--- config.mk ---
export PLATFORM = sky130hd
export DESIGN_NAME = conversion_cycle_sequencer
export DESIGN_NICKNAME = d
export VERILOG_FILES = /design/src/common/monitor_pkg.sv /design/src/logic/conversion_cycle_sequencer.sv
export SDC_FILE = /design/constraint.sdc
export NUM_CORES = 2
export LEC_CHECK = 0
export ABC_AREA = 1
export BUFFER_PORTS_ARGS = -buffer_cell sky130_fd_sc_hd__buf_2
export CORE_MARGIN = 3
export CORE_UTILIZATION = 50
export CTS_CLUSTER_SIZE = 12
export DETAILED_ROUTE_END_ITERATION = 7
export PLACE_DENSITY = 0.66
export SYNTH_ARGS = -nofsm -noshare
export SYNTH_HDL_FRONTEND = slang
export SYNTH_SLANG_ARGS = --single-unit
--- constraint.sdc ---
create_clock -name mclk -period 18.2 [get_ports mclk]
set_clock_uncertainty 0.05 [all_clocks]
set_input_delay 5.46 -clock mclk [delete_from_list [all_inputs] [get_ports mclk]]
set_output_delay 5.46 -clock mclk [all_outputs]
set_load 0.05 [all_outputs]
--- src/common/monitor_pkg.sv ---
// Purpose: Shared constants and types of the conversion cycle sequencer.
// Assumes: 100 MHz mclk, plain register port with 8-bit address, 16-bit data.
// Notes:   Every offset, reset value and cycle count lives here.
`default_nettype none
package monitor_pkg;
    // Clock and time base
    localparam int CLK_PERIOD_NS      = 10;
    localparam int SAMPLE_BASE_NS     = 2500000;                        // Shortest sample time, 2.5 ms
    localparam int SAMPLE_BASE_CYCLES = SAMPLE_BASE_NS / CLK_PERIOD_NS;
    localparam int SLOW_PERIOD_NS     = 1000000000;                     // Slowest rate, one per second
    localparam int SLOW_PERIOD_CYCLES = SLOW_PERIOD_NS / CLK_PERIOD_NS;
    localparam int STRAP_SETTLE       = 3;                              // Edges before strap capture

    // Data widths
    localparam int SHUNT_W    = 12;    // 11 bits plus sign
    localparam int RAIL_W     = 11;    // Unsigned
    localparam int POWER_W    = 16;
    localparam int HIST_DEPTH = 8;     // Deepest averaging window

    // Global register offsets
    localparam logic [7:0] REG_ENABLE      = 8'h00;
    localparam logic [7:0] REG_RATE        = 8'h01;
    localparam logic [7:0] REG_ONE_SHOT    = 8'h02;
    localparam logic [7:0] REG_STATE       = 8'h03;
    localparam logic [7:0] REG_HIGH_STATUS = 8'h04;
    localparam logic [7:0] REG_LOW_STATUS  = 8'h05;
    localparam logic [7:0] REG_ALERT_MASK  = 8'h06;
    localparam logic [7:0] REG_SLAVE_ADDR  = 8'h07;
    // Per-channel block: channel c sits at high nibble CH_BASE_NIB + c
    localparam logic [3:0] CH_BASE_NIB     = 4'h1;
    localparam logic [3:0] CH_CFG          = 4'h0;
    localparam logic [3:0] CH_SHUNT        = 4'h1;
    localparam logic [3:0] CH_RAIL         = 4'h2;
    localparam logic [3:0] CH_POWER        = 4'h3;
    localparam logic [3:0] CH_SHUNT_HI     = 4'h4;
    localparam logic [3:0] CH_SHUNT_LO     = 4'h5;
    localparam logic [3:0] CH_RAIL_HI      = 4'h6;
    localparam logic [3:0] CH_RAIL_LO      = 4'h7;
    localparam int         DONE_BIT        = 7;      // Cycle complete in high status

    // Reset values
    localparam logic [3:0]         ENABLE_RST   = 4'hF;
    localparam logic [1:0]         RATE_RST     = 2'h0;
    localparam logic [1:0]         RATE_CONT    = 2'h3;   // Continuous conversion code
    localparam logic [7:0]         MASK_RST     = 8'h00;
    localparam logic [15:0]        CFG_RST      = 16'h0C65;
    localparam logic [SHUNT_W-1:0] SHUNT_HI_RST = 12'h7FF;
    localparam logic [SHUNT_W-1:0] SHUNT_LO_RST = 12'h800;
    localparam logic [RAIL_W-1:0]  RAIL_HI_RST  = 11'h7FF;
    localparam logic [RAIL_W-1:0]  RAIL_LO_RST  = 11'h000;

    // Per-channel configuration word
    typedef struct packed {
        logic [3:0] spare;        // Reads back, no effect
        logic [1:0] full_scale_range;          // Full scale range, 3 = 80 mV
        logic [1:0] rail_avg;     // Window 1, 2, 4 or 8
        logic [2:0] rail_time;    // 2.5 ms shifted left by code
        logic [1:0] shunt_avg;
        logic [2:0] shunt_time;
    } ch_cfg_s;

    // Sequencer states
    typedef enum logic [3:0] {
        ST_STANDBY  = 4'b0001,
        ST_WAIT     = 4'b0010,
        ST_CONVERT  = 4'b0100,
        ST_ONE_SHOT = 4'b1000
    } seq_state_e;
endpackage : monitor_pkg
`default_nettype wire

--- src/logic/conversion_cycle_sequencer.sv ---
// Purpose: Sequences conversion cycles, averaging, limits and alert.
// Assumes: Converter samples arrive on the mclk domain; strap pin is async.
// Notes on behaviour
// Active state repeats cycles at programmed rate
// Standby runs no cycles, front end off
// Registers stay readable during standby
// All enables cleared puts device in standby
// One-shot request in standby runs one cycle
// After one-shot cycle return to standby
// Active cycles skip disabled measurements
// Standby-started cycle measures everything
// Channels start their sampling together
// Shunt sample first, then rail sample
// Optional averaging over two to eight samples
// Time and averaging per measurement, per channel
// Only enabled results written at cycle end
// Power and both statuses refreshed every cycle
// Alert on any unmasked out-of-limit result
// High and low limits for both measurements
// Mask suppresses alert per limit flag
// Slowest rate is one per second
// Sampling longer than period means continuous
// Resolution six to eleven bits plus sign
// Slave address taken from address strap
// Shunt result signed, eleven bits plus sign
// Power recomputed when either result changes
// Range defaults to the 80 mV setting
// Cycle complete stays until status read
//
// Local design decisions: the plain strobed port and the register addresses.
`timescale 1ns/1ps
`default_nettype none
module conversion_cycle_sequencer
    import monitor_pkg::*;
#(
    parameter int CHANNELS       = 2,                   // One or two channels
    parameter int SAMPLE_BASE_CY = SAMPLE_BASE_CYCLES,  // Cycles in 2.5 ms
    parameter int SECOND_CY      = SLOW_PERIOD_CYCLES   // Cycles in one second
) (
    input  wire logic                                mclk,
    input  wire logic                                rst,
    input  wire logic [7:0]                          reg_addr,
    input  wire logic [15:0]                         reg_wdata,
    input  wire logic                                reg_wr,
    input  wire logic                                reg_rd,
    output logic      [15:0]                         reg_rdata,
    input  wire logic [2:0]                          addr_strap,
    input  wire logic [CHANNELS-1:0][SHUNT_W-1:0]    adc_shunt_sample,
    input  wire logic [CHANNELS-1:0][RAIL_W-1:0]     adc_rail_sample,
    output logic      [CHANNELS-1:0]                 shunt_sampling,
    output logic      [CHANNELS-1:0]                 rail_sampling,
    output logic                                     afe_power_on,
    output logic                                     alert
);

    // Whole module state
    typedef struct packed {
        seq_state_e                                        st;           // Power state
        logic                                              all_meas;     // Cycle ignores enables
        logic [3:0]                                        enable;       // Bit c*2+k, k=0 shunt
        logic [1:0]                                        rate;         // Period = 1 s >> rate, code 3 continuous
        logic [7:0]                                        mask;         // [3:0] high, [7:4] low
        logic [2:0]                                        strap_s1;     // Synchroniser stage 1
        logic [2:0]                                        strap_s2;     // Synchroniser stage 2
        logic [1:0]                                        strap_age;    // Settle counter
        logic [2:0]                                        slave_addr;   // Captured strap
        logic [31:0]                                       period_cnt;   // Counts to next start
        logic [CHANNELS-1:0]                               ph_rail;      // In rail phase
        logic [CHANNELS-1:0]                               ph_done;      // Channel finished
        logic [CHANNELS-1:0][31:0]                         ph_cnt;       // Phase countdown
        ch_cfg_s [CHANNELS-1:0]                            cfg;
        logic [CHANNELS-1:0][1:0][SHUNT_W-1:0]             smp;          // Samples this cycle
        logic [CHANNELS-1:0][1:0][HIST_DEPTH-1:0][SHUNT_W-1:0] hist;     // Newest at 0
        logic [CHANNELS-1:0][SHUNT_W-1:0]                  shunt_res;
        logic [CHANNELS-1:0][RAIL_W-1:0]                   rail_res;
        logic [CHANNELS-1:0][POWER_W-1:0]                  power;
        logic [CHANNELS-1:0][SHUNT_W-1:0]                  sh_hi;
        logic [CHANNELS-1:0][SHUNT_W-1:0]                  sh_lo;
        logic [CHANNELS-1:0][RAIL_W-1:0]                   rl_hi;
        logic [CHANNELS-1:0][RAIL_W-1:0]                   rl_lo;
        logic [3:0]                                        hi_flag;
        logic [3:0]                                        lo_flag;
        logic                                              done_flag;
        logic                                              alert;
        logic [CHANNELS-1:0]                               sh_smp_o;
        logic [CHANNELS-1:0]                               rl_smp_o;
        logic                                              afe_on;
        logic [15:0]                                       rdata;
    } state_s;

    state_s s_reg;   // Registered state
    state_s s_next;  // Next state

    // Sample time in cycles for a time code
    function automatic logic [31:0] smp_cycles(input logic [2:0] code);
        return 32'(SAMPLE_BASE_CY) << code;
    endfunction : smp_cycles

    // Resolution: 6 magnitude bits at code 0, 11 from code 5 up
    function automatic logic [3:0] drop_bits(input logic [2:0] code);
        return (code >= 3'h5) ? 4'h0 : 4'(3'h5 - code);
    endfunction : drop_bits

    // Average of the newest 1 << avg history entries
    function automatic logic [SHUNT_W-1:0] window_avg(input logic [HIST_DEPTH-1:0][SHUNT_W-1:0] h,
                                                      input logic [1:0] avg);
        logic signed [SHUNT_W+2:0] acc;
        acc = '0;
        for (int d = 0; d < HIST_DEPTH; d++) begin
            if (d < (1 << avg)) begin
                acc = acc + (SHUNT_W+3)'(signed'(h[d]));
            end
        end
        acc = acc >>> avg;
        return acc[SHUNT_W-1:0];
    endfunction : window_avg

    // Next state logic
    always_comb begin
        logic        ch_hit;
        logic [3:0]  ch_idx;
        logic        start;
        logic        finish;
        logic [15:0] rd;
        logic [SHUNT_W-1:0] mag;
        logic [22:0] prod;
        logic        on;
        ch_hit = 1'b0;
        ch_idx = 4'h0;
        start  = 1'b0;
        finish = 1'b0;
        rd     = 16'h0000;
        mag    = '0;
        prod   = '0;
        on     = 1'b0;
        s_next = s_reg;

        // Strap synchroniser and one capture after settling
        s_next.strap_s1 = addr_strap;
        s_next.strap_s2 = s_reg.strap_s1;
        if (s_reg.strap_age != 2'(STRAP_SETTLE)) begin
            s_next.strap_age = s_reg.strap_age + 2'h1;
            if (s_reg.strap_age == 2'(STRAP_SETTLE - 1)) begin
                s_next.slave_addr = s_reg.strap_s2;
            end
        end

        // Decode of per-channel window
        if (reg_addr[7:4] >= CH_BASE_NIB && reg_addr[7:4] < CH_BASE_NIB + 4'(CHANNELS)
            && reg_addr[3:0] <= CH_RAIL_LO) begin
            ch_hit = 1'b1;
            ch_idx = reg_addr[7:4] - CH_BASE_NIB;
        end

        // Register writes
        if (reg_wr) begin
            case (reg_addr)
                REG_ENABLE:     s_next.enable = reg_wdata[3:0];
                REG_RATE:       s_next.rate   = reg_wdata[1:0];
                REG_ALERT_MASK: s_next.mask   = reg_wdata[7:0];
                default: begin
                    if (ch_hit) begin
                        case (reg_addr[3:0])
                            CH_CFG:      s_next.cfg[ch_idx]   = ch_cfg_s'(reg_wdata);
                            CH_SHUNT_HI: s_next.sh_hi[ch_idx] = reg_wdata[SHUNT_W-1:0];
                            CH_SHUNT_LO: s_next.sh_lo[ch_idx] = reg_wdata[SHUNT_W-1:0];
                            CH_RAIL_HI:  s_next.rl_hi[ch_idx] = reg_wdata[RAIL_W-1:0];
                            CH_RAIL_LO:  s_next.rl_lo[ch_idx] = reg_wdata[RAIL_W-1:0];
                            default:     ;  // Results are read only
                        endcase
                    end
                end
            endcase
        end

        // Register reads, answered in every state
        case (reg_addr)
            REG_ENABLE:      rd = {12'h000, s_reg.enable};
            REG_RATE:        rd = {14'h0000, s_reg.rate};
            REG_STATE:       rd = {12'h000, s_reg.st};
            REG_HIGH_STATUS: rd = {8'h00, s_reg.done_flag, 3'h0, s_reg.hi_flag};
            REG_LOW_STATUS:  rd = {12'h000, s_reg.lo_flag};
            REG_ALERT_MASK:  rd = {8'h00, s_reg.mask};
            REG_SLAVE_ADDR:  rd = {13'h0000, s_reg.slave_addr};
            default: begin
                if (ch_hit) begin
                    case (reg_addr[3:0])
                        CH_CFG:      rd = s_reg.cfg[ch_idx];
                        CH_SHUNT:    rd = {{4{s_reg.shunt_res[ch_idx][SHUNT_W-1]}}, s_reg.shunt_res[ch_idx]};
                        CH_RAIL:     rd = {5'h00, s_reg.rail_res[ch_idx]};
                        CH_POWER:    rd = s_reg.power[ch_idx];
                        CH_SHUNT_HI: rd = {{4{s_reg.sh_hi[ch_idx][SHUNT_W-1]}}, s_reg.sh_hi[ch_idx]};
                        CH_SHUNT_LO: rd = {{4{s_reg.sh_lo[ch_idx][SHUNT_W-1]}}, s_reg.sh_lo[ch_idx]};
                        CH_RAIL_HI:  rd = {5'h00, s_reg.rl_hi[ch_idx]};
                        CH_RAIL_LO:  rd = {5'h00, s_reg.rl_lo[ch_idx]};
                        default:     rd = 16'h0000;
                    endcase
                end
            end
        endcase
        s_next.rdata = reg_rd ? rd : 16'h0000;

        // Reading high status clears cycle complete; a set below wins
        if (reg_rd && reg_addr == REG_HIGH_STATUS) begin
            s_next.done_flag = 1'b0;
        end

        // Period countdown toward the next start
        if (s_reg.period_cnt != 32'h0000_0000) begin
            s_next.period_cnt = s_reg.period_cnt - 32'h0000_0001;
        end

        // Power state machine
        case (s_reg.st)
            ST_STANDBY: begin
                if (s_reg.enable != 4'h0) begin
                    s_next.st         = ST_WAIT;
                    s_next.period_cnt = 32'h0000_0000;
                end else if (reg_wr && reg_addr == REG_ONE_SHOT) begin
                    start           = 1'b1;
                    s_next.all_meas = 1'b1;
                    s_next.st       = ST_ONE_SHOT;
                end
            end
            ST_WAIT: begin
                if (s_reg.enable == 4'h0) begin
                    s_next.st = ST_STANDBY;
                end else if (s_reg.period_cnt == 32'h0000_0000) begin
                    start           = 1'b1;
                    s_next.all_meas = 1'b0;
                    s_next.st       = ST_CONVERT;
                end
            end
            ST_CONVERT, ST_ONE_SHOT: begin
                // Each channel: shunt phase, then rail phase
                for (int c = 0; c < CHANNELS; c++) begin
                    if (!s_reg.ph_done[c]) begin
                        if (s_reg.ph_cnt[c] != 32'h0000_0000) begin
                            s_next.ph_cnt[c] = s_reg.ph_cnt[c] - 32'h0000_0001;
                        end else if (!s_reg.ph_rail[c]) begin
                            if (s_reg.all_meas || s_reg.enable[c*2]) begin
                                s_next.smp[c][0] = adc_shunt_sample[c]
                                    & ~((SHUNT_W'(1) << drop_bits(s_reg.cfg[c].shunt_time)) - SHUNT_W'(1));
                            end
                            on = s_reg.all_meas || s_reg.enable[c*2+1];
                            s_next.ph_rail[c] = 1'b1;
                            s_next.ph_cnt[c]  = on ? smp_cycles(s_reg.cfg[c].rail_time) - 32'h0000_0001
                                                   : 32'h0000_0000;
                        end else begin
                            if (s_reg.all_meas || s_reg.enable[c*2+1]) begin
                                s_next.smp[c][1] = {1'b0, adc_rail_sample[c]
                                    & ~((RAIL_W'(1) << drop_bits(s_reg.cfg[c].rail_time)) - RAIL_W'(1))};
                            end
                            s_next.ph_done[c] = 1'b1;
                        end
                    end
                end
                if (&s_reg.ph_done) begin
                    finish = 1'b1;
                    if (s_reg.st == ST_ONE_SHOT || s_reg.enable == 4'h0) begin
                        s_next.st = ST_STANDBY;
                    end else begin
                        s_next.st = ST_WAIT;
                    end
                end
            end
            default: s_next.st = ST_STANDBY;
        endcase

        // Cycle start: all channels at once, disabled phases load a zero count and last one cycle
        if (start) begin
            s_next.period_cnt = (s_reg.rate == RATE_CONT) ? 32'h0000_0000
                                : (32'(SECOND_CY) >> s_reg.rate) - 32'h0000_0001;
            for (int c = 0; c < CHANNELS; c++) begin
                on = s_next.all_meas || s_reg.enable[c*2];
                s_next.ph_rail[c] = 1'b0;
                s_next.ph_done[c] = 1'b0;
                s_next.ph_cnt[c]  = on ? smp_cycles(s_reg.cfg[c].shunt_time) - 32'h0000_0001
                                       : 32'h0000_0000;
            end
        end

        // Cycle end: results, power, limits, alert
        if (finish) begin
            for (int c = 0; c < CHANNELS; c++) begin
                for (int k = 0; k < 2; k++) begin
                    if (s_reg.all_meas || s_reg.enable[c*2+k]) begin
                        s_next.hist[c][k] = {s_reg.hist[c][k][HIST_DEPTH-2:0], s_reg.smp[c][k]};
                    end
                end
                if (s_reg.all_meas || s_reg.enable[c*2]) begin
                    s_next.shunt_res[c] = window_avg(s_next.hist[c][0], s_reg.cfg[c].shunt_avg);
                end
                if (s_reg.all_meas || s_reg.enable[c*2+1]) begin
                    s_next.rail_res[c] = RAIL_W'(window_avg(s_next.hist[c][1], s_reg.cfg[c].rail_avg));
                end
                // Magnitude product, saturated to 16 bits
                mag  = s_next.shunt_res[c][SHUNT_W-1] ? SHUNT_W'(-s_next.shunt_res[c]) : s_next.shunt_res[c];
                prod = 23'(mag) * 23'(s_next.rail_res[c]);
                s_next.power[c] = prod[22] ? 16'hFFFF : prod[21:6];
                s_next.hi_flag[c*2]   = $signed(s_next.shunt_res[c]) > $signed(s_reg.sh_hi[c]);
                s_next.lo_flag[c*2]   = $signed(s_next.shunt_res[c]) < $signed(s_reg.sh_lo[c]);
                s_next.hi_flag[c*2+1] = s_next.rail_res[c] > s_reg.rl_hi[c];
                s_next.lo_flag[c*2+1] = s_next.rail_res[c] < s_reg.rl_lo[c];
            end
            s_next.done_flag = 1'b1;
            s_next.alert = |((s_next.hi_flag & ~s_reg.mask[3:0])
                           | (s_next.lo_flag & ~s_reg.mask[7:4]));
        end

        // Front end phase indications
        s_next.afe_on = (s_next.st == ST_CONVERT) || (s_next.st == ST_ONE_SHOT);
        for (int c = 0; c < CHANNELS; c++) begin
            s_next.sh_smp_o[c] = s_next.afe_on && !s_next.ph_done[c] && !s_next.ph_rail[c]
                                 && (s_next.all_meas || s_next.enable[c*2]);
            s_next.rl_smp_o[c] = s_next.afe_on && !s_next.ph_done[c] && s_next.ph_rail[c]
                                 && (s_next.all_meas || s_next.enable[c*2+1]);
        end
    end

    // State register with synchronous reset
    always_ff @(posedge mclk) begin
        if (rst) begin
            s_reg            <= '0;
            s_reg.st         <= ST_STANDBY;
            s_reg.enable     <= ENABLE_RST;
            s_reg.rate       <= RATE_RST;
            s_reg.mask       <= MASK_RST;
            s_reg.ph_done    <= '1;
            for (int c = 0; c < CHANNELS; c++) begin
                s_reg.cfg[c]   <= ch_cfg_s'(CFG_RST);
                s_reg.sh_hi[c] <= SHUNT_HI_RST;
                s_reg.sh_lo[c] <= SHUNT_LO_RST;
                s_reg.rl_hi[c] <= RAIL_HI_RST;
                s_reg.rl_lo[c] <= RAIL_LO_RST;
            end
        end else begin
            s_reg <= s_next;
        end
    end

    // Outputs straight from state flops
    assign reg_rdata      = s_reg.rdata;
    assign shunt_sampling = s_reg.sh_smp_o;
    assign rail_sampling  = s_reg.rl_smp_o;
    assign afe_power_on   = s_reg.afe_on;
    assign alert          = s_reg.alert;

endmodule : conversion_cycle_sequencer
`default_nettype wire
==> results_dict.tcl <==
set metrics [dict create \
    yosys.cell_count.top_type "nand2_1" \
    vias 68500 \
    port_buffers 98 \
    placedInstanceArea_um2 70700 \
    drive_gt1_share_pct 5.71 \
    drt-total-wl_um 224000 \
    multiInputGateArea_um2 45100 \
    ioPinCount 99 \
    cts_tree "yes" \
    swShare_pct 32.6 \
    drt-wirelength-per-cell_um 18.6 \
    synth_top_flop_cell "dfxtp_1" \
    synthDistinctLibCells 82 \
    rsz0062_at_grt "no" \
    yosys_warnings 0 \
    clk_pin_slew_ns 0.06 \
    synth_edf_count 0 \
    critPathRequiredTime_ns 18.77 \
    p_switching_mw 1.56 \
    n_fill_cell 13400 \
    seqCellArea_um2 15900 \
    antenna_found_initial 8 \
    cpMostUsedCell "nand2_1" \
    max_freq_mhz 60.0 \
    p_leak_nw 34.7 \
    final_cells 12100 \
    rows 135 \
    htreeDepth 3 \
    cts_num_sinks 793 \
    drc 0 \
    status "completed" \
    fin_area_um2 74000 \
    grt_pass1_wl_um 354000 \
    min_period_ns 16.66 \
    slew-limit-headroom_pct 22.8 \
    die-area_um2 143000 \
    clock_power_share_pct 42.0 \
    cts_made_buffers 99 \
    hold_viol_final 0 \
    place_ws_ns 1.45 \
    sequentialPowerShare_pct 38.2 \
    yosys.area.top_type "dfxtp_1" \
    synthTopCellsByArea "dfxtp_1 (23%), ha_1 (11%), o21ai_0 (9.8%)" \
    grt.total_usage_pct 30.9 \
    largest_reg_flops 768 \
    netlist_area_um2 69100 \
    worstSkewPairLatency_ns 0.74 \
    post-route-period-util_pct 91.5 \
    tightest_slew_ns 1.15 \
    path_class "flip-flop to flip-flop" \
    synthTopCellsByCount "nand2_1 (1715), inv_1 (1617), o21ai_0 (1350)" \
    p_per_area_nw_per_um2 64.9 \
    grt_max_degree 238 \
    drt_iter0_drc 6450 \
    cts_buffer_depth 3 \
    slowest_delay_ns 0.69 \
    synthCells 10400 \
    critPathMaxFanout 30 \
    ys_ff_latch 793 \
    finalSetupViolations 0 \
    routabilityCongestion 0.988 \
    core_area_um2 136000 \
    async_reset_ff_share_pct 0 \
    holdBufCountCts 0 \
    p_int_mw 3.24 \
    setup_slack_ns 1.54 \
    root_buffer "clkbuf_16" \
    post_drt_via_cell_ratio 5.67 \
    hpwl_um 167000 \
    die_x_um 378 \
    synth_top_area_share_pct 23.0 \
    hold_class "flip-flop to flip-flop" \
    grt_pass1_vias 64300 \
    avgSynthCellArea_um2 6.65 \
    yosysSeqAreaShare_pct 23.0 \
    tns_ns 0 \
    die_h_um 378 \
    drv_slew 0 \
    final_antenna_net_count 0 \
    nets 11100 \
    ir_drop_mv 0.0786 \
    drv_cap 0 \
    slowest_stage "dfxtp_1" \
    combinationalPowerShare_pct 19.8 \
    start_kind "flip-flop" \
    dp.cells 11900 \
    whs_ns 0.357 \
    crit_path_end_kind "flip-flop" \
    start_util_pct 50.7 \
    overflow 0 \
    syn_to_final_growth_pct 7.01 \
    synthesis.nets 11300 \
    critPathArrivalTime_ns 17.23 \
    drt_first_pass_iters 6 \
]
## worst paths after layout
kind | startpoint | endpoint | slack, ns | depth (start not counted)
max | s_reg[790] | s_reg[152] | 1.54 | 91
min | s_next[771] | s_reg[771] | 0.36 | 2
max reg2reg | s_reg[790] | s_reg[152] | 1.54 | 91
min reg2reg | s_next[771] | s_reg[771] | 0.36 | 2
## cell families (layout without fill, tap and decap cells)
kind of cell / Yosys count / in the layout / synth area share [%]
xor gates and xnor gates: 327 / 327 / 4.19
other: 0 / 3 / 0
DFF: 793 / 793 / 23.0
AOI/OAI and AO/OA: 3173 / 3173 / 25.1
buffers and inverters: 2132 / 2030 / 11.8
adders and majority gates: 812 / 812 / 16.9
and+or+nand+nor: 3157 / 3157 / 19.0
## area by class of cell
type	count	share of cell area [%]
antenna	3	0.0102
clock buffer	137	3.76
clock inverter	40	0.587
inverter	1660	8.45
multi-input combinational	7469	61.0
sequential	793	21.5
tap	1781	3.01
timing repair buffer	193	1.69
## cells in the final DEF (no fill, tap or decap), types with 23 or more instances in the layout
cell type and instances:
nand2_2 23, nand4_1 56, inv_2 23, nand3_1 216
nor2_1 840, inv_1 1617, nand2_1 1715, xor2_1 221
buf_4 91, a211oi_1 62, fa_1 202, nor4_1 42
o21a_1 23, o211ai_1 100, o22ai_1 25, a31oi_1 54
o21ai_0 1350, nor3_1 73, o31ai_1 31, ha_1 610
clkbuf_16 99, a21oi_1 1252, dfxtp_1 790, or2_2 105
o21ai_1 24, buf_2 97, o21bai_1 100, xnor2_1 100
## metrics by stage
stage	power (mW)	utilization (%)
2_1_floorplan	2.55	-
3_3_place_gp	2.79	51.8
3_5_place_dp	2.80	51.8
4_1_cts	4.82	54.2
5_1_grt	5.01	54.2
6_report	4.80	54.3
## repair_timing
item | CTS | global route
endpoints found under the setup margin | 0 | 16
endpoints found under the hold margin | 0 | 0
gates resized for setup | 0 | 2
setup buffers | 0 | 6
## power by group through the flow
stage	logic, mW	clock network (mW)	registers [mW]
floorplan	0.690	0	1.86
detailed placement	0.925	0	1.87
CTS	0.933	2.05	1.83
global placement	0.915	0	1.87
global route	1.06	2.11	1.84
finish	0.949	2.02	1.84
## layer usage
metal | vias to the layer above | track usage, % | routed length [um]
met5 | - | 0 | 34
met4 | 6 | 9.86 | 7790
met3 | 404 | 5.27 | 17500
met2 | 2253 | 48.4 | 97100
met1 | 32000 | 43.1 | 102000
li1 | 33900 | - | -
## critical path, delay by kind of cell (launching register included)
family	cells	cell delay [ns]
buf+inv	19	1.87
compound gates	20	3.78
flops	1	0.69
fa+ha+maj	12	4.88
xor+xnor	4	1.12
simple gates	36	4.12
No activity file was read; power rests on OpenSTA's default activity.
